[src/hdl/tisp_pkg.sv]
// Shared constants for the interrupt status and pin output block.
// Assumes a 100 MHz system clock and an APB register port with 12-bit byte addresses.
package tisp_pkg;

	// =====================================================================
	// Register byte addresses
	localparam logic [11:0] ADDR_PIN_CFG = 12'h054;
	localparam logic [11:0] ADDR_SRC_STS = 12'h058;
	localparam logic [11:0] ADDR_SRC_EN  = 12'h05c;

	// =====================================================================
	// Pin configuration field positions
	localparam int unsigned CFG_HOLDOFF_LSB = 24;
	localparam int unsigned CFG_HOLDOFF_W   = 8;
	localparam int unsigned CFG_HOLDOFF_CLR = 14;
	localparam int unsigned CFG_HOLDOFF_STS = 13;
	localparam int unsigned CFG_GLOBAL_IRQ  = 12;
	localparam int unsigned CFG_OUT_EN      = 8;
	localparam int unsigned CFG_POL         = 4;
	localparam int unsigned CFG_CLK_SEL     = 1;
	localparam int unsigned CFG_BUF_TYPE    = 0;

	// =====================================================================
	// Status and enable bit positions (both registers share the layout)
	localparam int unsigned STS_SW     = 31;
	localparam int unsigned STS_READY  = 30;
	localparam int unsigned STS_TSU    = 29;
	localparam int unsigned STS_FABRIC = 28;
	localparam int unsigned STS_PHY_B  = 27;
	localparam int unsigned STS_PHY_A  = 26;
	localparam int unsigned STS_GPT    = 19;
	localparam int unsigned STS_PME    = 17;
	localparam int unsigned STS_GPIO   = 12;

	localparam logic [31:0] STS_IMPL_MASK   = 32'hfc0a_1000;
	localparam logic [31:0] STS_W1C_MASK    = 32'hc00a_0000;
	localparam logic [31:0] STS_MIRROR_MASK = 32'h3c00_1000;

	// =====================================================================
	// Reset values
	localparam logic [31:0] STS_RESET     = 32'h0000_0000;
	localparam logic [31:0] EN_RESET      = 32'h0000_0000;
	localparam logic [7:0]  HOLDOFF_RESET = 8'h00;
	localparam logic        POL_RESET     = 1'b0;
	localparam logic        BUF_RESET     = 1'b0;
	localparam logic        CLK_SEL_RESET = 1'b0;
	localparam logic        OUT_EN_RESET  = 1'b0;

	// =====================================================================
	// Timing
	localparam int unsigned CLK_PERIOD_NS    = 10;
	localparam int unsigned HOLDOFF_UNIT_NS  = 10000;
	localparam int unsigned HOLDOFF_UNIT_CYC = HOLDOFF_UNIT_NS / CLK_PERIOD_NS;

	typedef enum logic {HO_IDLE, HO_COUNT} tisp_holdoff_state_t;

	// Byte strobes widened to a bit mask
	function automatic logic [31:0] tisp_strobe_mask(input logic [3:0] strb);
		tisp_strobe_mask = {{8{strb[3]}}, {8{strb[2]}}, {8{strb[1]}}, {8{strb[0]}}};
	endfunction

endpackage

[src/hdl/tisp_holdoff.sv]
// Hold-off interval timer: keeps the pin quiet for a programmed number of units after release.
// Assumes reset_i already combines full and digital reset, synchronous to clk_i.
`timescale 1ns/10ps
`default_nettype none
module tisp_holdoff #(
	parameter int unsigned UNIT_CYC = tisp_pkg::HOLDOFF_UNIT_CYC
) (
	input  wire logic       clk_i,
	input  wire logic       reset_i,
	input  wire logic       pin_req_i,
	input  wire logic [7:0] interval_i,
	input  wire logic       restart_i,
	output logic            active_o
);
	import tisp_pkg::*;

	tisp_holdoff_state_t state_q;
	logic [7:0]          units_q;
	logic [15:0]         pre_q;
	logic                req_prev_q;
	logic                release_ev;

	assign release_ev = req_prev_q & ~pin_req_i;
	assign active_o   = (state_q == HO_COUNT);

	always_ff @(posedge clk_i) begin
		if (reset_i) begin
			req_prev_q <= 1'b0;
		end else begin
			req_prev_q <= pin_req_i;
		end
	end

	// =====================================================================
	// Interval counter
	always_ff @(posedge clk_i) begin
		if (reset_i || interval_i == 8'h00) begin
			// Zero interval cancels any running hold-off at once
			state_q <= HO_IDLE;
			units_q <= 8'h00;
			pre_q   <= 16'h0000;
		end else if (restart_i || release_ev) begin
			state_q <= HO_COUNT;
			units_q <= interval_i;
			pre_q   <= 16'h0000;
		end else begin
			unique case (state_q)
				HO_IDLE: begin
					pre_q <= 16'h0000;
				end
				HO_COUNT: begin
					if (pre_q == 16'(UNIT_CYC - 1)) begin
						pre_q <= 16'h0000;
						if (units_q == 8'h01) begin
							state_q <= HO_IDLE;
						end
						units_q <= units_q - 8'h01;
					end else begin
						pre_q <= pre_q + 16'h0001;
					end
				end
			endcase
		end
	end
endmodule
`default_nettype wire

[src/hdl/tisp_pin_drv.sv]
// Interrupt pin output stage: polarity, buffer type and debug clock routing.
// Assumes the pad merges out and enable; xtal_i is sampled on clk_i like any input.
`timescale 1ns/10ps
`default_nettype none
module tisp_pin_drv (
	input  wire logic clk_i,
	input  wire logic reset_i,
	input  wire logic assert_i,
	input  wire logic pol_i,
	input  wire logic buf_type_i,
	input  wire logic clk_sel_i,
	input  wire logic xtal_i,
	output logic      pin_o,
	output logic      pin_oe_o
);
	logic level;

	// Debug clock replaces the interrupt function; registering it limits its fidelity
	assign level = clk_sel_i ? xtal_i : (assert_i ? pol_i : ~pol_i);

	always_ff @(posedge clk_i) begin
		if (reset_i) begin
			pin_o    <= 1'b0;
			pin_oe_o <= 1'b0;
		end else if (buf_type_i) begin
			pin_o    <= level;
			pin_oe_o <= 1'b1;
		end else begin
			// Open-drain only ever pulls low, polarity has no say
			pin_o    <= 1'b0;
			pin_oe_o <= clk_sel_i ? ~xtal_i : assert_i;
		end
	end
endmodule
`default_nettype wire

[src/hdl/tisp_top.sv]
// Interrupt source status, enables and pin configuration behind an APB slave.
// Assumes all source inputs are synchronous to clk_i; soft_reset_i is the digital reset.
//
// Our own choice: register access over APB.
`timescale 1ns/10ps
`default_nettype none
module tisp_top #(
	parameter int unsigned HOLDOFF_UNIT_CYC = tisp_pkg::HOLDOFF_UNIT_CYC
) (
	input  wire logic        clk_i,
	input  wire logic        reset_i,
	input  wire logic        soft_reset_i,
	// APB slave
	input  wire logic        psel_i,
	input  wire logic        penable_i,
	input  wire logic        pwrite_i,
	input  wire logic [11:0] paddr_i,
	input  wire logic [31:0] pwdata_i,
	input  wire logic [3:0]  pstrb_i,
	output logic      [31:0] prdata_o,
	output logic             pready_o,
	output logic             pslverr_o,
	// Interrupt sources
	input  wire logic        device_ready_i,
	input  wire logic        timestamp_unit_event_i,
	input  wire logic        fabric_irq_i,
	input  wire logic        phy_b_irq_i,
	input  wire logic        phy_a_irq_i,
	input  wire logic        gp_timer_wrap_i,
	input  wire logic        power_event_i,
	input  wire logic        power_flags_pending_i,
	input  wire logic        general_io_irq_i,
	// Pin
	input  wire logic        xtal_clk_i,
	output logic             irq_pin_o,
	output logic             irq_pin_oe_o
);
	import tisp_pkg::*;

	// =====================================================================
	// Declarations
	logic        dig_rst;
	logic        setup_ph;
	logic        fire;
	logic        wr_fire;
	logic        hit_cfg;
	logic        hit_sts;
	logic        hit_en;
	logic [31:0] wmask;
	logic [31:0] wbits;

	logic [31:0] sts_q;
	logic [31:0] sts_d;
	logic [31:0] en_q;
	logic        ready_prev_q;
	logic [7:0]  holdoff_q;
	logic        out_en_q;
	logic        pol_q;
	logic        clk_sel_q;
	logic        buf_type_q;

	logic [31:0] set_vec;
	logic [31:0] clr_vec;
	logic [31:0] mirror_vec;
	logic [31:0] pending;
	logic        any_enabled;
	logic        nonpme_req;
	logic        pme_req;
	logic        pin_req;
	logic        pin_assert;
	logic        holdoff_active;
	logic        holdoff_restart;
	logic [31:0] cfg_view;
	logic [31:0] rd_val;

	assign dig_rst = reset_i | soft_reset_i;

	// =====================================================================
	// APB slave: one setup, one access cycle, no extra waits
	assign setup_ph = psel_i & ~penable_i;
	assign fire     = psel_i & penable_i & pready_o;
	assign wr_fire  = fire & pwrite_i;
	assign hit_cfg  = (paddr_i == ADDR_PIN_CFG);
	assign hit_sts  = (paddr_i == ADDR_SRC_STS);
	assign hit_en   = (paddr_i == ADDR_SRC_EN);
	assign wmask    = tisp_strobe_mask(pstrb_i);
	assign wbits    = pwdata_i & wmask;

	always_ff @(posedge clk_i) begin
		if (reset_i) begin
			pready_o  <= 1'b0;
			pslverr_o <= 1'b0;
		end else begin
			pready_o  <= setup_ph;
			pslverr_o <= setup_ph & ~(hit_cfg | hit_sts | hit_en);
		end
	end

	// Read data is captured in the setup cycle so prdata_o is a flop
	always_ff @(posedge clk_i) begin
		if (reset_i) begin
			prdata_o <= 32'h0000_0000;
		end else if (setup_ph && !pwrite_i) begin
			prdata_o <= rd_val;
		end else if (fire) begin
			prdata_o <= 32'h0000_0000;
		end
	end

	always_comb begin
		cfg_view = 32'h0000_0000;
		cfg_view[CFG_HOLDOFF_LSB +: CFG_HOLDOFF_W] = holdoff_q;
		cfg_view[CFG_HOLDOFF_STS] = holdoff_active;
		cfg_view[CFG_GLOBAL_IRQ]  = any_enabled;
		cfg_view[CFG_OUT_EN]      = out_en_q;
		cfg_view[CFG_POL]         = pol_q;
		cfg_view[CFG_CLK_SEL]     = clk_sel_q;
		cfg_view[CFG_BUF_TYPE]    = buf_type_q;
		if (hit_cfg) begin
			rd_val = cfg_view;
		end else if (hit_sts) begin
			rd_val = sts_q & STS_IMPL_MASK;
		end else if (hit_en) begin
			rd_val = en_q & STS_IMPL_MASK;
		end else begin
			rd_val = 32'h0000_0000;
		end
	end

	// =====================================================================
	// Pin configuration
	always_ff @(posedge clk_i) begin
		if (dig_rst) begin
			holdoff_q  <= HOLDOFF_RESET;
			out_en_q   <= OUT_EN_RESET;
			clk_sel_q  <= CLK_SEL_RESET;
			buf_type_q <= BUF_RESET;
		end else if (wr_fire && hit_cfg) begin
			if (pstrb_i[3]) begin
				holdoff_q <= pwdata_i[CFG_HOLDOFF_LSB +: CFG_HOLDOFF_W];
			end
			if (pstrb_i[1]) begin
				out_en_q <= pwdata_i[CFG_OUT_EN];
			end
			if (pstrb_i[0]) begin
				clk_sel_q  <= pwdata_i[CFG_CLK_SEL];
				buf_type_q <= pwdata_i[CFG_BUF_TYPE];
			end
		end
	end

	// Polarity sits apart: only the full reset may restore it
	always_ff @(posedge clk_i) begin
		if (reset_i) begin
			pol_q <= POL_RESET;
		end else if (wr_fire && hit_cfg && pstrb_i[0]) begin
			pol_q <= pwdata_i[CFG_POL];
		end
	end

	// Self-clearing: the counter restart is a pulse, the bit reads zero
	assign holdoff_restart = wr_fire & hit_cfg & wbits[CFG_HOLDOFF_CLR];

	// =====================================================================
	// Enable register
	always_ff @(posedge clk_i) begin
		if (dig_rst) begin
			en_q <= EN_RESET;
		end else if (wr_fire && hit_en) begin
			en_q <= ((en_q & ~wmask) | wbits) & STS_IMPL_MASK;
		end
	end

	// =====================================================================
	// Status register
	always_ff @(posedge clk_i) begin
		if (dig_rst) begin
			ready_prev_q <= 1'b0;
		end else begin
			ready_prev_q <= device_ready_i;
		end
	end

	always_comb begin
		set_vec = 32'h0000_0000;
		// Software event fires when the trigger enable goes from 0 to 1
		set_vec[STS_SW]    = wr_fire & hit_en & wbits[STS_SW] & ~en_q[STS_SW];
		set_vec[STS_READY] = device_ready_i & ~ready_prev_q;
		set_vec[STS_GPT]   = gp_timer_wrap_i;
		set_vec[STS_PME]   = power_event_i;

		mirror_vec = 32'h0000_0000;
		mirror_vec[STS_TSU]    = timestamp_unit_event_i;
		mirror_vec[STS_FABRIC] = fabric_irq_i;
		mirror_vec[STS_PHY_B]  = phy_b_irq_i;
		mirror_vec[STS_PHY_A]  = phy_a_irq_i;
		mirror_vec[STS_GPIO]   = general_io_irq_i;

		clr_vec = 32'h0000_0000;
		if (wr_fire && hit_sts) begin
			clr_vec = wbits & STS_W1C_MASK;
		end
		// Power flag refuses its clear while the power block still has flags up
		clr_vec[STS_PME] = clr_vec[STS_PME] & ~power_flags_pending_i;

		sts_d = (((sts_q & ~clr_vec) | set_vec) & STS_W1C_MASK) | mirror_vec;
	end

	always_ff @(posedge clk_i) begin
		if (dig_rst) begin
			sts_q <= STS_RESET;
		end else begin
			sts_q <= sts_d;
		end
	end

	// =====================================================================
	// Combining and pin assertion
	assign pending     = sts_q & en_q & STS_IMPL_MASK;
	assign any_enabled = |pending;
	// Power bit kept apart so it can skip the hold-off
	assign pme_req     = pending[STS_PME];
	assign nonpme_req  = |(pending & ~(32'h1 << STS_PME));
	// The hold-off watches the gated request so its release starts the interval
	assign pin_req     = out_en_q & nonpme_req & ~holdoff_active;
	assign pin_assert  = pin_req | (out_en_q & pme_req);

	// Restart and release both reload the interval count
	tisp_holdoff #(
		.UNIT_CYC (HOLDOFF_UNIT_CYC)
	) u_holdoff (
		.clk_i      (clk_i),
		.reset_i    (dig_rst),
		.pin_req_i  (pin_req),
		.interval_i (holdoff_q),
		.restart_i  (holdoff_restart),
		.active_o   (holdoff_active)
	);

	tisp_pin_drv u_pin (
		.clk_i      (clk_i),
		.reset_i    (dig_rst),
		.assert_i   (pin_assert),
		.pol_i      (pol_q),
		.buf_type_i (buf_type_q),
		.clk_sel_i  (clk_sel_q),
		.xtal_i     (xtal_clk_i),
		.pin_o      (irq_pin_o),
		.pin_oe_o   (irq_pin_oe_o)
	);
endmodule
`default_nettype wire

[config.mk]
export PLATFORM = sky130hd
export DESIGN_NAME = tisp_top
export DESIGN_NICKNAME = d
export VERILOG_FILES = /design/src/hdl/tisp_pkg.sv /design/src/hdl/tisp_holdoff.sv /design/src/hdl/tisp_pin_drv.sv /design/src/hdl/tisp_top.sv
export SDC_FILE = /design/constraint.sdc
export NUM_CORES = 1
export LEC_CHECK = 0
export BUFFER_PORTS_ARGS = -buffer_cell sky130_fd_sc_hd__buf_2
export CAP_MARGIN = 10
export CORE_MARGIN = 4
export CORE_UTILIZATION = 35
export CTS_CLUSTER_DIAMETER = 30
export DETAILED_ROUTE_END_ITERATION = 6
export MAX_ROUTING_LAYER = met4
export SLEW_MARGIN = 10
export SYNTH_ARGS = -nofsm -noshare
export SYNTH_HDL_FRONTEND = slang
export SYNTH_SLANG_ARGS = --single-unit
[constraint.sdc]
create_clock -name clk_i -period 2.3 [get_ports clk_i]
set_clock_uncertainty 0.2 [all_clocks]
set_input_delay 0.46 -clock clk_i [delete_from_list [all_inputs] [get_ports clk_i]]
set_output_delay 0.46 -clock clk_i [all_outputs]
set_load 0.02 [all_outputs]
==> results of run 1 <==
-- power breakdown --
group          switching [mW]  leakage, nW  internal, mW  total, mW
Combinational          0.0896        0.974        0.0541      0.144
Sequential            0.00541        0.622          1.34       1.35
Clock                   0.504        0.112         0.638       1.14
-- Yosys cell counts, drive strengths merged (2+ instances only) --
cell    instances
dfxtp          77
nor2           59
nand2          44
buf            23
a21oi          21
o21ai          19
nand3          17
xor2           13
mux2i          10
a22oi           9
clkbuf          9
o211ai          9
inv             8
nand4           8
a21o            7
and2            7
xnor2           7
nor2b           6
nor3            6
a211oi          4
a22o            4
nor4            4
and3            3
and4            3
ha              3
nand3b          3
nand4b          3
or4             3
nor3b           2
nor4b           2
o31ai           2
or2             2
-- critical path: stages (launching register included) --
cell,delay [ns]
dfxtp_1,0.38
ha_1,0.18
and4bb_1,0.22
and4b_1,0.25
nand2_1,0.08
or4b_1,0.50
o211ai_1,0.20
-- kinds of logic after synthesis --
logic type | share of synthesized area (%)
AND/OR/NAND/NOR | 26.32
AO/OA/AOI/OAI | 15.72
flip-flops | 42.84
buffers and inverters | 6.328
XOR/XNOR | 4.868
multiplexers | 2.782
adder cells (fa/ha/maj) | 1.043
other | 0.1042
-- per-stage QoR --
step,instance area [um^2],instances,total power [mW]
floorplan,3655,427,1.466
global placement,4134,615,1.517
detailed placement,4134,615,1.520
CTS,4358,631,2.659
global route,4358,631,2.717
finish,4358,631,2.631
-- layout make-up --
class	count	area [um^2]
sequential	77	1541
clock inverter	6	86.33
tap	133	166.4
inverter	8	30.03
multi-input combinational	310	1886
fill	1028	5552
timing repair buffer	87	510.5
clock buffer	10	137.6
-- worst max path at each step --
stage | start | endpoint | slack, ns | depth (start not counted)
floorplan | paddr_i[1] | holdoff_q[0] | 0.27 | 7
global placement | paddr_i[1] | prdata_o[25] | 0.09 | 7
detailed placement | paddr_i[9] | prdata_o[24] | 0.01 | 7
CTS | u_holdoff.pre_q[0] | u_holdoff.units_q[5] | 0.18 | 6
global route | u_holdoff.pre_q[0] | u_holdoff.units_q[5] | 0.05 | 6
finish | u_holdoff.pre_q[0] | u_holdoff.units_q[5] | 0.20 | 6
-- routing by layer --
layer / vias up / track usage [%]
met5: - / -
met4: 0 / 6.411
met3: 8 / 2.760
met2: 80 / 25.02
met1: 1447 / 19.83
li1: 1578 / -
==> metrics.md, run 1 <==
| Metric | Value |
|---|---|
| Hold Crit Depth | `2` |
| Setup TNS | `0 ns` |
| Nets | `560` |
| Full die area | `11970 um^2` |
| Antenna violations before repair | `0` |
| Most frequent cells in the layout | `dfxtp_1 (77), buf_2 (67), nor2_1 (59)` |
| Mapped Cells | `412` |
| CTS buffer count | `9` |
| Min-Delay Startpoint | `phy_b_irq_i` |
| Synth Area per Inst | `8.734 um^2` |
| Critical Path AT | `2.17 ns` |
| Min Tclk post-route | `2.097 ns` |
| Final setup viols | `0` |
| Worst reg2reg path startpoint | `u_holdoff.pre_q[0]` |
| Clock-pin slew on the worst setup and hold paths | `0.08 ns` |
| Final ANT Viol Nets | `0` |
| Htree depth | `3` |
| Met2 routed WL | `3934 um` |
| Netlist Area Pre-Place | `3598 um^2` |
| DR vias | `3113` |
| Post-place setup slack | `0.01446 ns` |
| Worst-path fanout max | `4` |
| Final Wtd Congestion | `0.8013` |
| Type of origin of the critical path | `flop` |
| Initial Util | `36.31%` |
| Fin Hold WS | `0.09682 ns` |
| Vias in the first global route | `3065` |
| Max-slew violations | `0` |
| Detail Placement HPWL | `6601 um` |
| Hold Crit Class | `in2reg` |
| VDD IR-drop max | `0.2376 mV` |
| CTS sink count | `77` |
| Seq cells post-synth | `77` |
| Largest net degree at the start of global routing | `27` |
| Clock root buffer | `clkbuf_8` |
| RSZ-0062 raised after global routing | `false` |
| Pwr dens | `603.7 nW/um^2` |
| Max clock buf depth | `2` |
| Fin util | `43.98%` |
| Synth unique cells | `59` |
| CTS tree | `yes` |
| WHS Endpoint | `sts_q[27]` |
| Register area share after synthesis | `42.84%` |
| WS Path Type | `reg2reg` |
| Grt total ovfl | `0` |
| Die Height | `109.4 um` |
| Resize count post-CTS | `0` |
| FP Rows | `36` |
| Slew HR | `33.20%` |
| GRT Overall Usage | `15.74%` |
| Area share of the largest cell type after synthesis | `42.84%` |
| Worst-Margin Slew | `1.002 ns` |
| Core footprint | `9910 um^2` |
| Vias per cell | `4.933` |
| Die X | `109.4 um` |
| Area Growth Syn to Fin | `21.11%` |
| Max Cap Viol | `0` |
| Reg2Reg Depth | `6` |
| IO Pins | `100` |
| FMAX | `476.9 MHz` |
| Final hold vios | `0` |
| Length of the first detailed-routing pass in iterations | `4` |
| Detailed Route WL | `8838 um` |
| Synth area leader | `dfxtp_1` |
| DRT iter0 DRCs | `139` |
| Commonest non-fill, non-tap cell in the layout | `dfxtp_1` |
| Clock Latency Late Sink | `0.35 ns` |
| Req. time, crit path | `2.37 ns` |
| Reg2reg setup slack | `0.20 ns` |
| # diodes | `0` |
| DRC errors left | `0` |
| Layout cell share with drive strength beyond 1 | `23.49%` |
| Top Metal Used | `met4` |
| Status | `completed` |
| Tcrit/Tclk final | `91.17%` |
| DRT met1 WL | `4321 um` |
| DR WL met3 | `466 um` |
| EDFF count, synth | `0` |
| Setup Buffers After CTS | `0` |
| Per-cell routed wire length | `14.01 um` |
| Setup crit end kind | `flop` |
| CTS Hold Bufs | `0` |
| First-pass GRT wire length | `14370 um` |
| Worst Setup Slack, final | `0.2030 ns` |
| Top FF cell, synth | `dfxtp_1` |
| Warnings, synthesis | `0` |
| Synth async-reset ratio | `0%` |
| RR Endpoint | `u_holdoff.units_q[5]` |
| Largest cells by area after synthesis | `dfxtp_1 (43%), nor2_1 (6.2%), nand2_1 (4.6%)` |
| I/O Buffers | `67` |
| Leakage | `1.708 nW` |
No activity file was read; power rests on OpenSTA's default activity.
==> inputs of run 2 (changes only) <==
--- a/config.mk
+++ b/config.mk
@@ -7,11 +7,14 @@
 export LEC_CHECK = 0
 export BUFFER_PORTS_ARGS = -buffer_cell sky130_fd_sc_hd__buf_2
 export CAP_MARGIN = 10
+export CELL_PAD_IN_SITES_DETAIL_PLACEMENT = 0
+export CELL_PAD_IN_SITES_GLOBAL_PLACEMENT = 1
 export CORE_MARGIN = 4
 export CORE_UTILIZATION = 35
 export CTS_CLUSTER_DIAMETER = 30
 export DETAILED_ROUTE_END_ITERATION = 6
 export MAX_ROUTING_LAYER = met4
+export PLACE_DENSITY_LB_ADDON = 0.1
 export SLEW_MARGIN = 10
 export SYNTH_ARGS = -nofsm -noshare
 export SYNTH_HDL_FRONTEND = slang
==> run 2 against run 1 <==
  * First-iteration DRC count decreased by 14%
  * Highest routed layer unchanged
  * Sequential share of layout area decreased by 0.071 points
  * Fmax decreased by 1.1%
  * Cell count increased by 0.63%
  * Clock-buffer cell count unchanged
  * Non-clock buffer count increased by 4
  * Power decreased by 0.48%
==> metrics.md, run 2 (synthesis gave the netlist of run 1 again) <==
| Metric | Value |
|---|---|
| DRT iter0 DRCs | `119 (-14%)` |
| Vias in the first global route | `3048 (-0.55%)` |
| Per-cell routed wire length | `14.31 um (+2.2%)` |
| Register share of total power | `51.4% (+0.3 points)` |
| CTS tree | `yes` |
| RSZ-0062 raised after global routing | `false` |
| Hold Crit Class | `in2reg` |
| Area Growth Syn to Fin | `21.35%` |
| Die X | `109.4 um (unchanged)` |
| FP Rows | `36 (unchanged)` |
| Vias per cell | `4.943 (+0.20%)` |
| Detailed Route WL | `9087 um (+2.8%)` |
| WS Path Type | `reg2reg` |
| Length of the first detailed-routing pass in iterations | `4 (unchanged)` |
| Worst-path fanout max | `4 (unchanged)` |
| Leakage | `1.718 nW (+0.59%)` |
| Status | `completed` |
| Initial Util | `36.31% (unchanged)` |
| Resize count post-CTS | `0 (unchanged)` |
| Max-slew violations | `0 (unchanged)` |
| Worst Setup Slack, final | `0.1795 ns (-0.02358 ns)` |
| VDD IR-drop max | `0.2907 mV (+22%)` |
| Cell internal pwr | `2.005 mW (-1.4%)` |
| FMAX | `471.6 MHz (-1.1%)` |
| Core footprint | `9910 um^2 (unchanged)` |
| CTS sink count | `77 (unchanged)` |
| Full die area | `11970 um^2 (unchanged)` |
| Clock Latency Late Sink | `0.35 ns (about the same)` |
| CTS Hold Bufs | `0 (unchanged)` |
| Final ANT Viol Nets | `0 (unchanged)` |
| Comb pwr share | `5.4% (about the same)` |
| Type of origin of the critical path | `flop` |
| First-pass GRT wire length | `14970 um (+4.2%)` |
| Sw frac | `23.43% (+0.68 points)` |
| CTS buffer count | `9 (unchanged)` |
| FILL cells | `1036 (+0.78%)` |
| Htree depth | `3 (unchanged)` |
| Die Height | `109.4 um (unchanged)` |
| Commonest non-fill, non-tap cell in the layout | `dfxtp_1` |
| Final Wtd Congestion | `0.7881 (-1.6%)` |
| Max clock buf depth | `2 (unchanged)` |
| Tcrit/Tclk final | `92.20% (+1.0 points)` |
| # diodes | `0 (unchanged)` |
| IO Pins | `100 (unchanged)` |
| Max Cap Viol | `0 (unchanged)` |
| Min Tclk post-route | `2.121 ns (+0.02358 ns)` |
| Critical Path AT | `2.19 ns (+0.02 ns)` |
| Layout cell share with drive strength beyond 1 | `23.90% (+0.41 points)` |
| Setup TNS | `0 ns (unchanged)` |
| Antenna violations before repair | `0 (unchanged)` |
| Final hold vios | `0 (unchanged)` |
| Reg area | `1541 um^2 (unchanged)` |
| Setup crit end kind | `flop` |
| I/O Buffers | `67 (unchanged)` |
| Req. time, crit path | `2.37 ns (about the same)` |
| Worst-Margin Slew | `0.8825 ns (-0.1195 ns)` |
| GRT Overall Usage | `16.50% (+0.76 points)` |
| Largest net degree at the start of global routing | `27 (unchanged)` |
| DRC errors left | `0 (unchanged)` |
| Detail Placement HPWL | `7033 um (+6.5%)` |
| Post-place setup slack | `0.07181 ns (+0.05735 ns)` |
| Final Power | `2.618 mW (-0.48%)` |
| Clock-pin slew on the worst setup and hold paths | `0.08 ns (about the same)` |
| Reg2reg setup slack | `0.18 ns (-0.02 ns)` |
| Multi-input gate area | `1886 um^2 (unchanged)` |
| Slew HR | `41.17% (+8.0 points)` |
| Clock share of power | `43.2% (-0.2 points)` |
| DR vias | `3139 (+0.84%)` |
| Pwr dens | `599.6 nW/um^2 (-0.68%)` |
| Final setup viols | `0 (unchanged)` |
| Nets | `564 (+0.71%)` |
| Clock root buffer | `clkbuf_8` |
| Setup Buffers After CTS | `0 (unchanged)` |
| Switching power total | `613.5 uW (+2.5%)` |
| Grt total ovfl | `0 (unchanged)` |
| Most frequent cells in the layout | `dfxtp_1 (77), buf_2 (67), nor2_1 (59)` |
run 2: path summary, 6_finish.rpt:
check	startpoint	cells past startpoint	endpoint
min reg2reg	prdata_o[17]	2	prdata_o[17]
min	gp_timer_wrap_i	3	sts_q[19]
max reg2reg	u_holdoff.pre_q[0]	6	u_holdoff.units_q[1]
max	u_holdoff.pre_q[0]	6	u_holdoff.units_q[1]
run 2: worst max-delay path, cell delays in order (launching register included):
cell	delay, ns
dfxtp_1	0.38
ha_1	0.18
and4bb_1	0.23
and4b_1	0.26
nand2_1	0.09
or4b_1	0.51
o211ai_1	0.19
run 2: layout make-up:
class,instances,share of cell area [%]
multi-input combinational,310,43.18
timing repair buffer,91,12.09
sequential,77,35.30
clock buffer,10,2.923
tap,133,3.811
inverter,8,0.6877
clock inverter,6,2.006
run 2: power groups by stage:
stage / clock, mW / sequential [mW] / combinational (mW)
finish: 1.13 / 1.35 / 0.142
global route: 1.23 / 1.35 / 0.157
CTS: 1.17 / 1.35 / 0.143
detailed placement: 0 / 1.38 / 0.142
global placement: 0 / 1.38 / 0.141
floorplan: 0 / 1.38 / 0.0898
run 2: metrics by stage:
stage          hold slack, ns  cells  cell area, um^2  utilization, %
6_report               0.1091    635             4367           44.07
5_1_grt               0.09125    635             4367           44.07
4_1_cts               0.09076    635             4367           44.07
3_5_place_dp           0.2446    619             4151           41.89
3_3_place_gp           0.2336    619             4151           41.89
2_1_floorplan          0.2298    427             3655               -
run 2: layer usage:
| layer | GRT usage, % | part of all wire (%) |
|---|---|---|
| met1 | 21.19 | 48 |
| met2 | 26.37 | 46 |
| met3 | 3.876 | 5.0 |
| met4 | 4.007 | 0.90 |
| met5 | - | 0 |
